--- config.mk ---
export PLATFORM = sky130hd
export DESIGN_NAME = smlr_top
export DESIGN_NICKNAME = d
export VERILOG_FILES = /design/src/logic/smlr_pkg.sv /design/src/logic/smlr_frame_if.sv /design/src/logic/smlr_frame_build.sv /design/src/logic/smlr_top.sv
export SDC_FILE = /design/constraint.sdc
export NUM_CORES = 1
export LEC_CHECK = 0
export ABC_AREA = 1
export BUFFER_PORTS_ARGS = -buffer_cell sky130_fd_sc_hd__buf_2
export CORE_MARGIN = 2
export CORE_UTILIZATION = 40
export DETAILED_ROUTE_END_ITERATION = 8
export PLACE_DENSITY_LB_ADDON = 0.08
export SLEW_MARGIN = 25
export SYNTH_ARGS = -nofsm -noshare
export SYNTH_HDL_FRONTEND = slang
export SYNTH_HIERARCHICAL = 1
export SYNTH_SLANG_ARGS = --single-unit
--- constraint.sdc ---
create_clock -name I_MCLK -period 1.9 [get_ports I_MCLK]
set_clock_uncertainty 0.15 [all_clocks]
set_input_delay 0.19 -clock I_MCLK [delete_from_list [all_inputs] [get_ports I_MCLK]]
set_output_delay 0.19 -clock I_MCLK [all_outputs]
set_load 0.01 [all_outputs]
--- src/logic/smlr_pkg.sv ---
// constants and types shared by the serial master and display refresh logic
package smlr_pkg;

  // ==========================================================================
  // register map (byte addresses)
  localparam logic [7:0] SMLR_OFF_DATA = 8'h00;
  localparam logic [7:0] SMLR_OFF_CTRL = 8'h04;
  localparam logic [7:0] SMLR_OFF_STAT = 8'h08;
  localparam logic [7:0] SMLR_OFF_ICLR = 8'h0C;
  localparam logic [7:0] SMLR_OFF_IEN  = 8'h10;
  localparam logic [7:0] SMLR_OFF_DISP = 8'h14;

  // ==========================================================================
  // control register fields
  localparam int         SMLR_CTRL_RATE_LO = 0;
  localparam int         SMLR_CTRL_RATE_HI = 1;
  localparam int         SMLR_CTRL_CLOCK_PHASE_SELECT    = 2;
  localparam int         SMLR_CTRL_CLOCK_POLARITY_SELECT    = 3;
  localparam int         SMLR_CTRL_REFRESH = 4;
  localparam int         SMLR_CTRL_W       = 5;
  localparam logic [4:0] SMLR_CTRL_RESET   = 5'h00;

  // ==========================================================================
  // event / status fields
  localparam int         SMLR_EV_XFER   = 0;
  localparam int         SMLR_EV_FRAME  = 1;
  localparam int         SMLR_EV_W      = 2;
  localparam int         SMLR_STAT_BUSY = 8;
  localparam int         SMLR_STAT_INV  = 9;
  localparam logic [1:0] SMLR_EV_RESET  = 2'h0;

  // ==========================================================================
  // display register fields
  localparam int         SMLR_DIGIT_W      = 4;
  localparam int         SMLR_DISP_UNITS   = 0;
  localparam int         SMLR_DISP_TENS    = 4;
  localparam int         SMLR_DISP_HUND    = 8;
  localparam int         SMLR_DISP_SYM     = 12;
  localparam int         SMLR_DISP_W       = 20;
  localparam logic [19:0] SMLR_DISP_RESET  = 20'h00000;

  // ==========================================================================
  // segment table, bit 7..0 = dp g f a b c d e
  localparam int         SMLR_NUM_DIGITS = 3;
  localparam logic [3:0] SMLR_MAX_DIGIT  = 4'h9;
  localparam logic [7:0] SMLR_SEG_BLANK  = 8'h00;
  localparam logic [7:0] SMLR_SEG_TABLE [0:9] = '{8'h3F, 8'h0C, 8'h5B, 8'h5E, 8'h64,
                                                   8'h76, 8'h77, 8'h1C, 8'h7F, 8'h7E};
  localparam logic [1:0] SMLR_SEL_SYM    = 2'h0;
  localparam logic [1:0] SMLR_SEL_HUND   = 2'h1;
  localparam logic [1:0] SMLR_SEL_TENS   = 2'h2;
  localparam logic [1:0] SMLR_SEL_UNITS  = 2'h3;
  localparam logic [1:0] SMLR_LAST_BYTE  = 2'h3;

  // ==========================================================================
  // serial timing: half period of the serial clock in system clocks per rate
  localparam logic [5:0] SMLR_HALF_DIV [0:3] = '{6'h04, 6'h08, 6'h10, 6'h20};
  localparam logic [5:0] SMLR_HALF_ONE  = 6'h01;
  localparam logic [3:0] SMLR_LAST_EDGE = 4'hF;
  localparam logic [3:0] SMLR_EDGE_ONE  = 4'h1;

  // ==========================================================================
  // refresh timing
  localparam int         SMLR_CLK_HZ          = 50_000_000;
  localparam int         SMLR_REFRESH_TIME_MS = 16;
  localparam int         SMLR_REFRESH_CYCLES  = SMLR_CLK_HZ / 1000 * SMLR_REFRESH_TIME_MS;
  localparam int         SMLR_REFRESH_W       = 20;

  typedef enum {SMLR_IDLE, SMLR_SHIFT} smlr_state_t;

endpackage

--- src/logic/smlr_frame_if.sv ---
// frame byte request and answer between the sequencer and the segment encoder
`timescale 1ns/1ps
interface smlr_frame_if;
  logic [3:0] digit [0:2];
  logic [7:0] symbols;
  logic [1:0] byte_sel;
  logic       invert;
  logic [7:0] frame_byte;

  modport builder (input digit, input symbols, input byte_sel, input invert, output frame_byte);
  modport user    (output digit, output symbols, output byte_sel, output invert, input frame_byte);
endinterface

--- src/logic/smlr_frame_build.sv ---
// segment encoder building the four display frame bytes
`timescale 1ns/1ps
module smlr_frame_build
  import smlr_pkg::*;
(
  input  wire logic          i_clk,
  input  wire logic          i_reset,
  smlr_frame_if.builder      fr
);

  logic [7:0] seg [0:2];
  logic [7:0] byte_next;
  logic [7:0] frame_byte_reg;

  // ==========================================================================
  // digit encoding, out-of-range digits go blank
  genvar gi;
  generate
    for (gi = 0; gi < SMLR_NUM_DIGITS; gi++) begin : g_digit
      assign seg[gi] = (fr.digit[gi] > SMLR_MAX_DIGIT) ? SMLR_SEG_BLANK : SMLR_SEG_TABLE[fr.digit[gi]];
    end
  endgenerate

  // ==========================================================================
  // byte order: symbols, hundreds, tens, units
  always_comb begin
    case (fr.byte_sel)
      SMLR_SEL_SYM:   byte_next = fr.symbols;
      SMLR_SEL_HUND:  byte_next = seg[0];
      SMLR_SEL_TENS:  byte_next = seg[1];
      SMLR_SEL_UNITS: byte_next = seg[2];
      default:        byte_next = SMLR_SEG_BLANK;
    endcase
  end

  // backplane bit stays zero in the plain frame; inverting flips all of it
  always_ff @(posedge i_clk) begin
    if (i_reset) begin
      frame_byte_reg <= SMLR_SEG_BLANK;
    end else begin
      frame_byte_reg <= fr.invert ? ~byte_next : byte_next;
    end
  end

  assign fr.frame_byte = frame_byte_reg;

endmodule // smlr_frame_build

--- src/logic/smlr_top.sv ---
// serial master port with display refresh and APB register access
`timescale 1ns/1ps
module smlr_top
  import smlr_pkg::*;
#(
  parameter int REFRESH_CYCLES = SMLR_REFRESH_CYCLES
) (
  input  wire logic        I_MCLK,
  input  wire logic        I_RESET,
  input  wire logic        I_PSEL,
  input  wire logic        I_PENABLE,
  input  wire logic        I_PWRITE,
  input  wire logic [7:0]  I_PADDR,
  input  wire logic [31:0] I_PWDATA,
  output logic      [31:0] O_PRDATA,
  output logic             O_PREADY,
  output logic             O_PSLVERR,
  input  wire logic        I_SERIAL_IN_LINE,
  output logic             O_SERIAL_OUT_LINE,
  output logic             O_SCK,
  output logic             O_IRQ
);

  // ==========================================================================
  // declarations
  logic [SMLR_CTRL_W-1:0]    ctrl_reg;
  logic [SMLR_EV_W-1:0]      ev_status_reg;
  logic [SMLR_EV_W-1:0]      ev_enable_reg;
  logic [SMLR_DISP_W-1:0]    disp_reg;
  logic [31:0]               prdata_reg;
  logic [7:0]                shift_reg;
  logic                      out_bit_reg;
  logic                      sck_reg;
  logic [3:0]                edge_cnt_reg;
  logic [5:0]                div_cnt_reg;
  smlr_state_t               state_reg;
  logic                      in_meta_reg;
  logic                      in_sync_reg;
  logic [SMLR_REFRESH_W-1:0] refresh_cnt_reg;
  logic                      frame_pending_reg;
  logic                      frame_active_reg;
  logic                      frame_wait_reg;
  logic [1:0]                byte_idx_reg;
  logic                      invert_reg;
  logic                      addr_ok;
  logic                      wr_en;
  logic                      rd_setup;
  logic                      sw_start;
  logic                      frame_start;
  logic                      xfer_start;
  logic [7:0]                start_byte;
  logic                      half_tick;
  logic                      sample_edge;
  logic                      xfer_done;
  logic                      frame_done;
  logic [SMLR_EV_W-1:0]      ev_set;
  logic [1:0]                rate;
  logic                      clock_polarity_select;
  logic                      clock_phase_select;
  logic                      busy;
  logic [31:0]               rd_mux;

  smlr_frame_if frame_bus ();

  assign rate = {ctrl_reg[SMLR_CTRL_RATE_HI], ctrl_reg[SMLR_CTRL_RATE_LO]};
  assign clock_polarity_select = ctrl_reg[SMLR_CTRL_CLOCK_POLARITY_SELECT];
  assign clock_phase_select = ctrl_reg[SMLR_CTRL_CLOCK_PHASE_SELECT];
  assign busy = (state_reg != SMLR_IDLE);

  // ==========================================================================
  // apb slave: zero wait states, read data captured in the setup cycle
  always_comb begin
    case (I_PADDR)
      SMLR_OFF_DATA, SMLR_OFF_CTRL, SMLR_OFF_STAT,
      SMLR_OFF_ICLR, SMLR_OFF_IEN, SMLR_OFF_DISP: addr_ok = 1'b1;
      default:                                    addr_ok = 1'b0;
    endcase
  end

  assign wr_en     = I_PSEL & I_PENABLE & I_PWRITE & addr_ok;
  assign rd_setup  = I_PSEL & ~I_PENABLE & ~I_PWRITE;
  assign O_PREADY  = 1'b1;
  assign O_PSLVERR = I_PSEL & I_PENABLE & ~addr_ok;

  // write-only and unmapped offsets read as zero
  always_comb begin
    rd_mux = 32'h00000000;
    case (I_PADDR)
      SMLR_OFF_DATA: rd_mux[7:0] = shift_reg;
      SMLR_OFF_CTRL: rd_mux[SMLR_CTRL_W-1:0] = ctrl_reg;
      SMLR_OFF_STAT: begin
        rd_mux[SMLR_EV_W-1:0] = ev_status_reg;
        rd_mux[SMLR_STAT_BUSY] = busy | frame_active_reg;
        rd_mux[SMLR_STAT_INV]  = invert_reg;
      end
      SMLR_OFF_IEN:  rd_mux[SMLR_EV_W-1:0] = ev_enable_reg;
      SMLR_OFF_DISP: rd_mux[SMLR_DISP_W-1:0] = disp_reg;
      default:       rd_mux = 32'h00000000;
    endcase
  end

  always_ff @(posedge I_MCLK) begin
    if (I_RESET) begin
      prdata_reg <= 32'h00000000;
    end else if (rd_setup) begin
      prdata_reg <= rd_mux;
    end
  end

  assign O_PRDATA = prdata_reg;

  // ==========================================================================
  // configuration registers
  always_ff @(posedge I_MCLK) begin
    if (I_RESET) begin
      ctrl_reg <= SMLR_CTRL_RESET;
    end else if (wr_en && I_PADDR == SMLR_OFF_CTRL) begin
      ctrl_reg <= I_PWDATA[SMLR_CTRL_W-1:0];
    end
  end

  always_ff @(posedge I_MCLK) begin
    if (I_RESET) begin
      disp_reg <= SMLR_DISP_RESET;
    end else if (wr_en && I_PADDR == SMLR_OFF_DISP) begin
      disp_reg <= I_PWDATA[SMLR_DISP_W-1:0];
    end
  end

  // enables only gate the request; status records every event
  always_ff @(posedge I_MCLK) begin
    if (I_RESET) begin
      ev_enable_reg <= SMLR_EV_RESET;
    end else if (wr_en && I_PADDR == SMLR_OFF_IEN) begin
      ev_enable_reg <= I_PWDATA[SMLR_EV_W-1:0];
    end
  end

  // ==========================================================================
  // interrupt status: a new event wins over a clear in the same cycle
  assign ev_set[SMLR_EV_XFER]  = xfer_done;
  assign ev_set[SMLR_EV_FRAME] = frame_done;

  always_ff @(posedge I_MCLK) begin
    if (I_RESET) begin
      ev_status_reg <= SMLR_EV_RESET;
    end else if (wr_en && I_PADDR == SMLR_OFF_ICLR) begin
      ev_status_reg <= (ev_status_reg & ~I_PWDATA[SMLR_EV_W-1:0]) | ev_set;
    end else begin
      ev_status_reg <= ev_status_reg | ev_set;
    end
  end

  assign O_IRQ = |(ev_status_reg & ev_enable_reg);

  // ==========================================================================
  // serial input synchroniser
  // the data line changes with no relation to this clock
  always_ff @(posedge I_MCLK) begin
    if (I_RESET) begin
      in_meta_reg <= 1'b0;
      in_sync_reg <= 1'b0;
    end else begin
      in_meta_reg <= I_SERIAL_IN_LINE;
      in_sync_reg <= in_meta_reg;
    end
  end

  // ==========================================================================
  // transfer start: software write ignored while any transfer or frame runs
  assign sw_start    = wr_en && (I_PADDR == SMLR_OFF_DATA) && !busy && !frame_active_reg;
  assign frame_start = frame_active_reg && !frame_wait_reg && !busy && !sw_start;
  assign xfer_start  = sw_start | frame_start;
  assign start_byte  = sw_start ? I_PWDATA[7:0] : frame_bus.frame_byte;

  // ==========================================================================
  // shift engine
  // at least four clocks per half period leave margin over the two-clock input synchroniser
  assign half_tick   = busy && (div_cnt_reg == SMLR_HALF_ONE);
  assign sample_edge = (edge_cnt_reg[0] == clock_phase_select);
  assign xfer_done   = half_tick && (edge_cnt_reg == SMLR_LAST_EDGE);

  // no abort: once started a byte always runs its sixteen edges
  always_ff @(posedge I_MCLK) begin
    if (I_RESET) begin
      state_reg <= SMLR_IDLE;
    end else begin
      case (state_reg)
        SMLR_IDLE:  if (xfer_start) state_reg <= SMLR_SHIFT;
        SMLR_SHIFT: if (xfer_done) state_reg <= SMLR_IDLE;
        default:    state_reg <= SMLR_IDLE;
      endcase
    end
  end

  always_ff @(posedge I_MCLK) begin
    if (I_RESET) begin
      div_cnt_reg  <= SMLR_HALF_ONE;
      edge_cnt_reg <= 4'h0;
    end else if (xfer_start) begin
      div_cnt_reg  <= SMLR_HALF_DIV[rate];
      edge_cnt_reg <= 4'h0;
    end else if (half_tick) begin
      div_cnt_reg  <= SMLR_HALF_DIV[rate];
      edge_cnt_reg <= edge_cnt_reg + SMLR_EDGE_ONE;
    end else if (busy) begin
      div_cnt_reg  <= div_cnt_reg - SMLR_HALF_ONE;
    end
  end

  // sixteen toggles per byte bring the clock back to its idle level
  always_ff @(posedge I_MCLK) begin
    if (I_RESET) begin
      sck_reg <= 1'b0;
    end else if (!busy) begin
      sck_reg <= clock_polarity_select;
    end else if (half_tick) begin
      sck_reg <= ~sck_reg;
    end
  end

  always_ff @(posedge I_MCLK) begin
    if (I_RESET) begin
      shift_reg <= 8'h00;
    end else if (xfer_start) begin
      shift_reg <= start_byte;
    end else if (half_tick && sample_edge) begin
      shift_reg <= {shift_reg[6:0], in_sync_reg};
    end else if (!busy && wr_en && I_PADDR == SMLR_OFF_DATA) begin
      shift_reg <= shift_reg;
    end
  end

  // phase 0 presents the msb before the first edge; phase 1 on the leading edge
  // the last trailing edge moves nothing: the line keeps bit 0 until the next start
  always_ff @(posedge I_MCLK) begin
    if (I_RESET) begin
      out_bit_reg <= 1'b0;
    end else if (xfer_start && !clock_phase_select) begin
      out_bit_reg <= start_byte[7];
    end else if (half_tick && !sample_edge && edge_cnt_reg != SMLR_LAST_EDGE) begin
      out_bit_reg <= shift_reg[7];
    end
  end

  assign O_SCK             = sck_reg;
  assign O_SERIAL_OUT_LINE = out_bit_reg;

  // ==========================================================================
  // refresh timer; 16 ms frames give a 31 Hz alternating drive
  // held at zero while disabled, so the first frame comes a full period later
  always_ff @(posedge I_MCLK) begin
    if (I_RESET) begin
      refresh_cnt_reg <= '0;
    end else if (!ctrl_reg[SMLR_CTRL_REFRESH]) begin
      refresh_cnt_reg <= '0;
    end else if (refresh_cnt_reg == SMLR_REFRESH_W'(REFRESH_CYCLES - 1)) begin
      refresh_cnt_reg <= '0;
    end else begin
      refresh_cnt_reg <= refresh_cnt_reg + 1'b1;
    end
  end

  // a tick during a running frame is held, never dropped
  always_ff @(posedge I_MCLK) begin
    if (I_RESET) begin
      frame_pending_reg <= 1'b0;
    end else if (!ctrl_reg[SMLR_CTRL_REFRESH]) begin
      frame_pending_reg <= 1'b0;
    end else if (refresh_cnt_reg == SMLR_REFRESH_W'(REFRESH_CYCLES - 1)) begin
      frame_pending_reg <= 1'b1;
    end else if (!frame_active_reg && !busy) begin
      frame_pending_reg <= 1'b0;
    end
  end

  // ==========================================================================
  // frame sequencer: wait cycle lets the encoder register the next byte
  assign frame_done = frame_active_reg && xfer_done && (byte_idx_reg == SMLR_LAST_BYTE);

  always_ff @(posedge I_MCLK) begin
    if (I_RESET) begin
      frame_active_reg <= 1'b0;
      frame_wait_reg   <= 1'b0;
      byte_idx_reg     <= SMLR_SEL_SYM;
    end else if (!frame_active_reg) begin
      frame_wait_reg <= 1'b1;
      byte_idx_reg   <= SMLR_SEL_SYM;
      if (frame_pending_reg && !busy) begin
        frame_active_reg <= 1'b1;
      end
    end else if (frame_done) begin
      frame_active_reg <= 1'b0;
    end else if (xfer_done) begin
      byte_idx_reg   <= byte_idx_reg + 2'h1;
      frame_wait_reg <= 1'b1;
    end else begin
      frame_wait_reg <= 1'b0;
    end
  end

  always_ff @(posedge I_MCLK) begin
    if (I_RESET) begin
      invert_reg <= 1'b0;
    end else if (frame_done) begin
      invert_reg <= ~invert_reg;
    end
  end

  // ==========================================================================
  // segment encoder; the display board latches the bytes it shifts
  assign frame_bus.digit[0] = disp_reg[SMLR_DISP_HUND +: SMLR_DIGIT_W];
  assign frame_bus.digit[1] = disp_reg[SMLR_DISP_TENS +: SMLR_DIGIT_W];
  assign frame_bus.digit[2] = disp_reg[SMLR_DISP_UNITS +: SMLR_DIGIT_W];
  assign frame_bus.symbols  = disp_reg[SMLR_DISP_SYM +: 8];
  assign frame_bus.byte_sel = byte_idx_reg;
  assign frame_bus.invert   = invert_reg;

  smlr_frame_build u_frame_build (
    .i_clk   (I_MCLK),
    .i_reset (I_RESET),
    .fr      (frame_bus)
  );

endmodule // smlr_top

## Word level (Yosys, flattened, before mapping)

Memories as Yosys holds them, arrays and structs flattened.
Index checks and enable logic that the tools add are counted.

- Flip-flop bits (word level): 137
- ROM bits: 384
- Input bits: 46
- Memories kept: 3

- $add $sub $neg: 4
- Magnitude comparators: 7
- Equal/unequal tests: 18
- Multiplexer cells: 42
- Bitwise operators: 26
- Reductions and logical operators: 42

Memories:

| memory | words | bits a word | read ports | clocked after Yosys merged registers in | write ports | RTL line | RTL |
|---|---|---|---|---|---|---|---|
| (name not given) | 16 | 8 | 1 | 0 | 0 | smlr_frame_build.sv:20 | `assign seg[gi] = (fr.digit[gi] > SMLR_MAX_DIGIT) ? SMLR_SEG_BLANK : SMLR_SEG_TABLE[fr.digit[gi]];` |
| (name not given) | 16 | 8 | 1 | 0 | 0 | smlr_frame_build.sv:20 |  |
| (name not given) | 16 | 8 | 1 | 0 | 0 | smlr_frame_build.sv:20 |  |

Operators by type and width:

| kind | count |
|---|---|
| $mux 8 | 13 |
| $mux 32 | 2 |
| $pmux 32 s2 | 1 |
| $eq 32x1->1 const B | 1 |
| $logic_not 32->1 | 1 |
| $pmux 8 s4 | 1 |
| $reduce_bool 32->1 | 1 |
| $mux 6 | 5 |
| $add 20x1->20 const B | 1 |
| $eq 20x20->1 const B | 1 |
| $logic_and 1x1->1 | 20 |
| $eq 8x4->1 const B | 2 |
| $eq 8x5->1 const B | 2 |
| $ge 5x5->1 const B | 3 |
| $not 4->5 | 3 |
| $mux 1 | 13 |
| $bmux 6 s2 | 1 |
| $gt 4x4->1 const B | 3 |
| $mux 10 | 1 |
| $pmux 2 s5 | 1 |
| $pmux 3 s3 | 1 |
| $eq 8x3->1 const B | 1 |
| $logic_not 8->1 | 1 |
| $ne 2x2->1 const B | 4 |
| 29 further kinds | 56 |

## Logic depth before layout (Yosys ltp)

Gate-level depths: netlist of the first run.

- Depth after elaboration: 12
- Depth in mapped cells: 12
- Gate-level depth less buffers: 12

## By module

Netlist of the first run, hierarchy kept.

Modules (own cells, without submodules):

| module | instances | cells each | area an instance (um^2) | sequential area each (um^2) |
|---|---|---|---|---|
| smlr_top | 1 | 652 | 4754.6 | 1961.9 |
| smlr_frame_build | 1 | 191 | 1114.8 | 160.2 |

## Worst setup path after synthesis of the first run

OpenSTA, ideal clock, no wires.

- Path type: register -> register
- Start: register refresh_cnt_reg[0]
- End: register refresh_cnt_reg[16]
- Data arrival time: 1471 ps
- Required time: 1632 ps
- Slack: 161 ps
- Cell stages (with the launch flop): 10
- Period minus slack after synthesis: 1739 ps
- Path through: dfxtp_1 -> ha_1 -> nand2_1 -> nor2_1 -> nand3_1 -> nor2_2 -> nand4_1 -> nand3_1 -> buf_2 -> nor3_1

- Word-level cells in the longest chain between the ends: 2

RTL lines:

| what | RTL line | RTL |
|---|---|---|
| start: declaration | smlr_top.sv:39 | `logic [SMLR_REFRESH_W-1:0] refresh_cnt_reg;` |
| start signal: assignment | smlr_top.sv:260 | `refresh_cnt_reg <= refresh_cnt_reg + 1'b1;` |
| branches (longest 2 deep; another with $add 20x1->20) | - |  |

Several ways; the timed one is not identified.
A chain may end at the register's enable or synchronous reset.

## Final worst setup path of the first run

- Start: input I_PADDR[4]
- End: output O_PSLVERR

- Word-level cells in the longest chain between the ends: 5

RTL lines:

| what | RTL line | RTL |
|---|---|---|
| start: declaration | smlr_top.sv:13 | `input wire logic [7:0] I_PADDR,` |
| $eq 8x3->1 (tied with other cells) | smlr_top.sv:73 | `case (I_PADDR)` |
| $reduce_or 6->1 (*) | smlr_top.sv:73 |  |
| $mux 1 (*) | smlr_top.sv:73 |  |
| $not 1->1 (*) | smlr_top.sv:83 | `assign O_PSLVERR = I_PSEL & I_PENABLE & ~addr_ok;` |
| $and 1x1->1 (*) | smlr_top.sv:83 |  |
| end: declaration | smlr_top.sv:17 | `output logic O_PSLVERR,` |

Every way passes the cells marked *; elsewhere a longest branch is shown, timed or not.

==> results of run 1 <==
routing by layer:
layer  wire [um]  share of wire [%]
met1        7771                 49
met2        7191                 45
met4         214                1.3
met5           0                  0
met3         781                4.9
power groups by stage:
stage | sequential [W] | combinational [W] | clock (W)
4_1_cts | 0.00225 | 0.000239 | 0.00193
5_1_grt | 0.00225 | 0.000262 | 0.00200
3_3_place_gp | 0.00230 | 0.000206 | 0
2_1_floorplan | 0.00231 | 0.000114 | 0
3_5_place_dp | 0.00230 | 0.000209 | 0
6_report | 0.00225 | 0.000241 | 0.00186
synthesized netlist by cell type, drive strengths merged:
| master | number |
|---|---|
| nand2 | 198 |
| nor2 | 121 |
| dfxtp | 106 |
| inv | 93 |
| nand3 | 64 |
| a21oi | 55 |
| o21ai | 44 |
| nand4 | 32 |
| buf | 24 |
| ha | 23 |
| nor3 | 14 |
| clkbuf | 13 |
| xnor2 | 9 |
| xor2 | 6 |
| a31oi | 5 |
| nor4 | 5 |
| o211ai | 5 |
| o221ai | 5 |
| or2 | 4 |
| nor3b | 3 |
| a211oi | 2 |
| and3 | 2 |
| clkinv | 2 |
| conb | 2 |
| a221oi | 1 |
| a22o | 1 |
| a22oi | 1 |
| and2 | 1 |
| nand3b | 1 |
| o22ai | 1 |
final timing paths:
| kind | startpoint | endpoint | slack (ps) | cells after the start |
|---|---|---|---|---|
| worst max-delay path | I_PADDR[4] | O_PSLVERR | 110 | 10 |
| worst min-delay path | I_PWDATA[2] | ctrl_reg[2] | 20 | 3 |
| worst max register to register | refresh_cnt_reg[0] | refresh_cnt_reg[16] | 140 | 9 |
| worst min register to register | in_meta_reg | in_sync_reg | 260 | 2 |
worst max-delay path, delay by kind of cell:
| family | cells | cell delay, ps |
|---|---|---|
| and+or+nand+nor | 6 | 730 |
| buffers and inverters | 4 | 520 |
timing repair:
item / CTS / global route
hold buffers: 19 / 0
hold endpoints to repair: 20 / 0
pin swaps: 1 / 6
setup endpoints to repair: 2 / 36
setup buffers: 1 / 5
resized for setup: 1 / 17
cloned: 0 / 1
cell families (layout without fill, tap and decap cells):
group / Yosys count / after routing / synth area share [%]
simple gates: 445 / 446 / 35.32
buf+inv: 132 / 225 / 9.657
compound gates: 120 / 120 / 11.60
flops: 106 / 106 / 36.15
fa+ha+maj: 23 / 23 / 4.903
xor+xnor: 15 / 15 / 2.238
other cells: 2 / 13 / 0.1280
final cells by class:
type / count / area, um^2 / area share, %
Sequential cell: 106 / 2128 / 30.05
Clock inverter: 6 / 53.80 / 0.7597
Multi-Input combinational cell: 617 / 3274 / 46.24
Tap cell: 184 / 230.2 / 3.251
Clock buffer: 10 / 239.0 / 3.375
Timing Repair Buffer: 114 / 798.3 / 11.27
Inverter: 95 / 357.8 / 5.053
through the flow:
stage | std cells | util [%]
after floorplan | 854 | -
after global placement | 1090 | 45.07
after detailed placement | 1090 | 45.07
after CTS | 1126 | 48.51
after global routing | 1132 | 49.10
final | 1132 | 49.10
==> qor.yml, run 1 <==
run_status:
  status: "completed"
global_routing:
  grt_max_degree: 34
  globalRouteMet1Util_pct: 28.29
  overflow: 0
  grt_pass1_vias: 5203
  grt_pass1_wl_um: 26080
  busiest_layer: "met2"
  gr-usage-met3_pct: 4.407
  grt_usage_pct: 20.56
  gr-usage-met2_pct: 33.02
  antenna_found_initial: 0
clock_network:
  cts_buffers: 9
  clockBufferDepth: 2
  clkLatencyLatePin_ps: 360
  path_clk_slew_ps: 70
  cts_tree: "done"
  htreeDepth: 3
  cts.sinks: 106
  clock-root-buffer: "clkbuf_16"
logic_synthesis:
  ys_ff_latch: 106
  syn_inst: 843
  yosysTopAreaCell: "dfxtp_1"
  synthTopCellsByArea: "dfxtp_1 36%, nand2_1 12%, nor2_1 7.0%, inv_1 5.2%, nand3_1 5.0%"
  synth-seq-area-share_pct: 36.15
  syn_area_mm2: 0.005869
  ys_types: 49
  synth_area_per_cell_um2: 6.962
  yosys_warnings: 6
  synth_top_area_share_pct: 36.15
placement:
  placed_cell_area_mm2: 0.006501
  numPortBuffers: 57
  post-dp-hpwl_um: 11980
  place_congestion: 0.8718
  pre_cts_slack_ps: 19.77
power:
  power_switching_w: 0.001067
  intPower_w: 0.003288
  seq_power_share_pct: 51.7
  clock_power_share_pct: 42.8
  swShare_pct: 24.51
  peakVddDrop_mv: 0.4574
  total_power_w: 0.004356
  power_density_mw_per_mm2: 615.1
  power.leakage_nw: 3.076
  combPwrFrac_pct: 5.5
critical_path:
  critical_path_class: "in2out"
  timing.critical_path.required_ps: 1560
  startpoint_type: "input pin"
  max_stage_delay_ps: 220
  crit_slowest_cell: "buf_12"
  arrival_ps: 1450
  crit_path_cell_trace: "buf_2 > inv_1 > nor2_1 > nand2_1 > nor2_2 > nor2_1 > nand3_2 > buf_12 > nor3_1 > buf_2"
  cp-end-kind: "primary output"
  path_max_fanout: 16
sta:
  period_needed_ps: 1789
  fmax_mhz: 559.0
  post-route-period-util_pct: 94.15
  layout_setup_ws_ps: 111.1
  slew_viol_final: 0
  hold_viol_final: 0
  whs_ps: 23.58
  finalSetupTns_ps: 0
  setup_viol: 0
floorplan:
  fp.dieW_um: 125.1
  core_mm2: 0.01442
  num_rows: 44
  die_area_mm2: 0.01566
  ios: 83
  fp.dieH_um: 125.1
  initial_core_util_pct: 40.69
layout:
  layout_common_cells: "186 x nand2_1, 106 x nor2_1, 101 x dfxtp_1"
  syn_to_final_growth_pct: 20.66
  fin_area_mm2: 0.007082
  filler_cell_count: 1456
  antenna_cells: 0
  nets: 1012
  final_common_cell: "nand2_1"
  drive_gt1_share_pct: 18.46
detailed_routing:
  firstDrtPassIters: 5
  wire_per_inst_um: 14.10
  ant_nets: 0
  viasPerCell: 5.007
  drt_iter0_markers: 339
  vias: 5668
  drcViolationCount: 0
  drt-total-wl_um: 15960
run:
  drv_cap: 0
hold_path:
  hold_class: "in2reg"
No activity file was read; power rests on OpenSTA's default activity.
==> inputs of run 2 (changes only) <==
--- a/config.mk
+++ b/config.mk
@@ -9,6 +9,7 @@
 export BUFFER_PORTS_ARGS = -buffer_cell sky130_fd_sc_hd__buf_2
 export CORE_MARGIN = 2
 export CORE_UTILIZATION = 40
+export CTS_BUF_LIST = sky130_fd_sc_hd__clkbuf_4
 export DETAILED_ROUTE_END_ITERATION = 8
 export PLACE_DENSITY_LB_ADDON = 0.08
 export SLEW_MARGIN = 25
==> constraint.sdc (replaced) <==
create_clock -name I_MCLK -period 2.1 [get_ports I_MCLK]
set_clock_uncertainty 0.15 [all_clocks]
set_input_delay 0.21 -clock I_MCLK [delete_from_list [all_inputs] [get_ports I_MCLK]]
set_output_delay 0.21 -clock I_MCLK [all_outputs]
set_load 0.01 [all_outputs]
==> run 2 against run 1 <==
- critical path depth shrank 1
- combinational power fell by 7%
- count of clock-buffer cells in the layout is 1 lower
- hold slack better by 35 ps
- clock power down 38%
- power fell by 21%
- critical path type unchanged
==> qor.yml, run 2 (synthesized netlist as in run 1, its figures left out) <==
global_routing:
  antenna_found_initial: 1
  overflow: 0
  grt_pass1_wl_um: 26180
  grt_pass1_vias: 5108
  grt_usage_pct: 20.61
  grt_max_degree: 29
sta:
  setup_viol: 0
  finalSetupTns_ps: 0
  post-route-period-util_pct: 92.30
  fmax_mhz: 515.9
  period_needed_ps: 1938
  slew_viol_final: 0
  hold_viol_final: 0
  rsz0062_at_grt: "no"
floorplan:
  fp.dieW_um: 125.1
  initial_core_util_pct: 40.69
  core_mm2: 0.01442
  die_area_mm2: 0.01566
  num_rows: 44
  fp.dieH_um: 125.1
  ios: 83
layout:
  antenna_cells: 0
  drive_gt1_share_pct: 15.60
  nets: 1000
  final_common_cell: "nand2_1"
  filler_cell_count: 1490
  syn_to_final_growth_pct: 16.46
  layout_common_cells: "187 x nand2_1, 109 x nor2_1, 106 x dfxtp_1"
  stdcell_count: 1120
  utilization_pct: 47.39
power:
  power.leakage_nw: 2.950
  peakVddDrop_mv: 0.4807
  clock_power_share_pct: 33.9
  combPwrFrac_pct: 6.5
  seq_power_share_pct: 59.6
  swShare_pct: 26.73
  power_density_mw_per_mm2: 501.6
  intPower_w: 0.002512
  total_power_w: 0.003428
  power_switching_w: 0.0009163
run_status:
  status: "completed"
clock_network:
  post_cts_buffers: 0
  cts_tree: "done"
  path_clk_slew_ps: 190
  cts_buffers: 9
  cts.sinks: 106
  clkLatencyLatePin_ps: 500
  htreeDepth: 3
  clockBufferDepth: 2
  clock-root-buffer: "clkbuf_4"
critical_path:
  startpoint_type: "input pin"
  critical-path-top-delay-family: "simple AND/OR/NAND/NOR gates"
  path_max_fanout: 11
  crit_buf_inv: 3
  cp-end-kind: "primary output"
  crit_path_cell_trace: "buf_2 > nor2_2 > nand2_2 > nor2_2 > nor2_1 > nand3_4 > buf_12 > nor3_1 > buf_2"
  timing.critical_path.required_ps: 1740
  max_stage_delay_ps: 320
  crit_slowest_cell: "nor2_2"
  critical_path_class: "in2out"
  arrival_ps: 1580
detailed_routing:
  drcViolationCount: 0
  ant_nets: 0
  wire_per_inst_um: 14.23
  drt_iter0_markers: 247
  firstDrtPassIters: 4
  drt-total-wl_um: 15940
  viasPerCell: 4.953
  vias: 5547
placement:
  post-dp-hpwl_um: 12090
  placedCellCount: 1080
  numPortBuffers: 57
  place_congestion: 0.8601
run:
  drv_cap: 0
hold_path:
  hold_class: "in2reg"
## run 2: changes by cell type in the layout (fill, tap and decap cells not counted), moves of 2 or more
cell           change
dfxtp_1            +5
clkbuf_4           +9
dfxtp_2            -5
nor2_4             -2
buf_4             -16
nand3_2            -2
clkbuf_16          -9
dlygate4sd3_1      +5
nand2_2            -2
nor2_1             +3
## run 2: area by class of cell
type	count	area [um^2]	share of cell area [%]
clock inverters	7	81.33	1.190
well taps	184	230.2	3.368
multi-input cells	616	3248	47.52
flip-flops and latches	106	2122	31.05
clock buffers	9	67.56	0.9885
inverters	95	357.8	5.235
repair buffers	103	728.2	10.65
## run 2: per-layer routing
metal	track usage (%)	vias to the layer above	routed length [um]
met2	33.12	120	7129
met5	0	-	0
met1	28.85	2518	7971
met4	3.464	0	96
li1	-	2902	-
met3	4.707	7	740
## run 2: path summary, 6_finish.rpt
path	start	to	slack, ps	cells after the start
worst min-delay path	I_RESET	frame_active_reg	60	3
worst max register to register	disp_reg[0]	u_frame_build/fr.frame_byte[2]	200	10
worst max-delay path	I_PADDR[1]	O_PSLVERR	160	9
worst min register to register	in_meta_reg	in_sync_reg	280	2
## run 2: worst min-delay path, cell delays in order
cell	delay, ps
buf_2	110
buf_4	230
nor2_1	130
## run 2: what timing repair did
item | in CTS | in global routing
hold buffers | 24 | 0
endpoints found under the hold margin | 38 | 0
setup endpoints to repair | 0 | 21
resized for setup | 0 | 4
## run 2: power by group through the flow
| stage | Sequential, W | Clock (W) | Combinational [W] |
|---|---|---|---|
| after floorplan | 0.00209 | 0 | 0.000104 |
| after global placement | 0.00209 | 0 | 0.000188 |
| after detailed placement | 0.00209 | 0 | 0.000189 |
| after CTS | 0.00204 | 0.00121 | 0.000223 |
| after global routing | 0.00205 | 0.00129 | 0.000243 |
| final | 0.00204 | 0.00116 | 0.000223 |
## run 2: per-stage QoR
step	setup slack (ps)	hold WS [ps]	cell area, um^2
floorplan	360.9	167.0	5911
global placement	61.62	271.9	6426
detailed placement	-8.616	280.5	6426
finish	161.7	59.07	6835
global route	23.27	0.9142	6835
CTS	126.8	24.10	6815
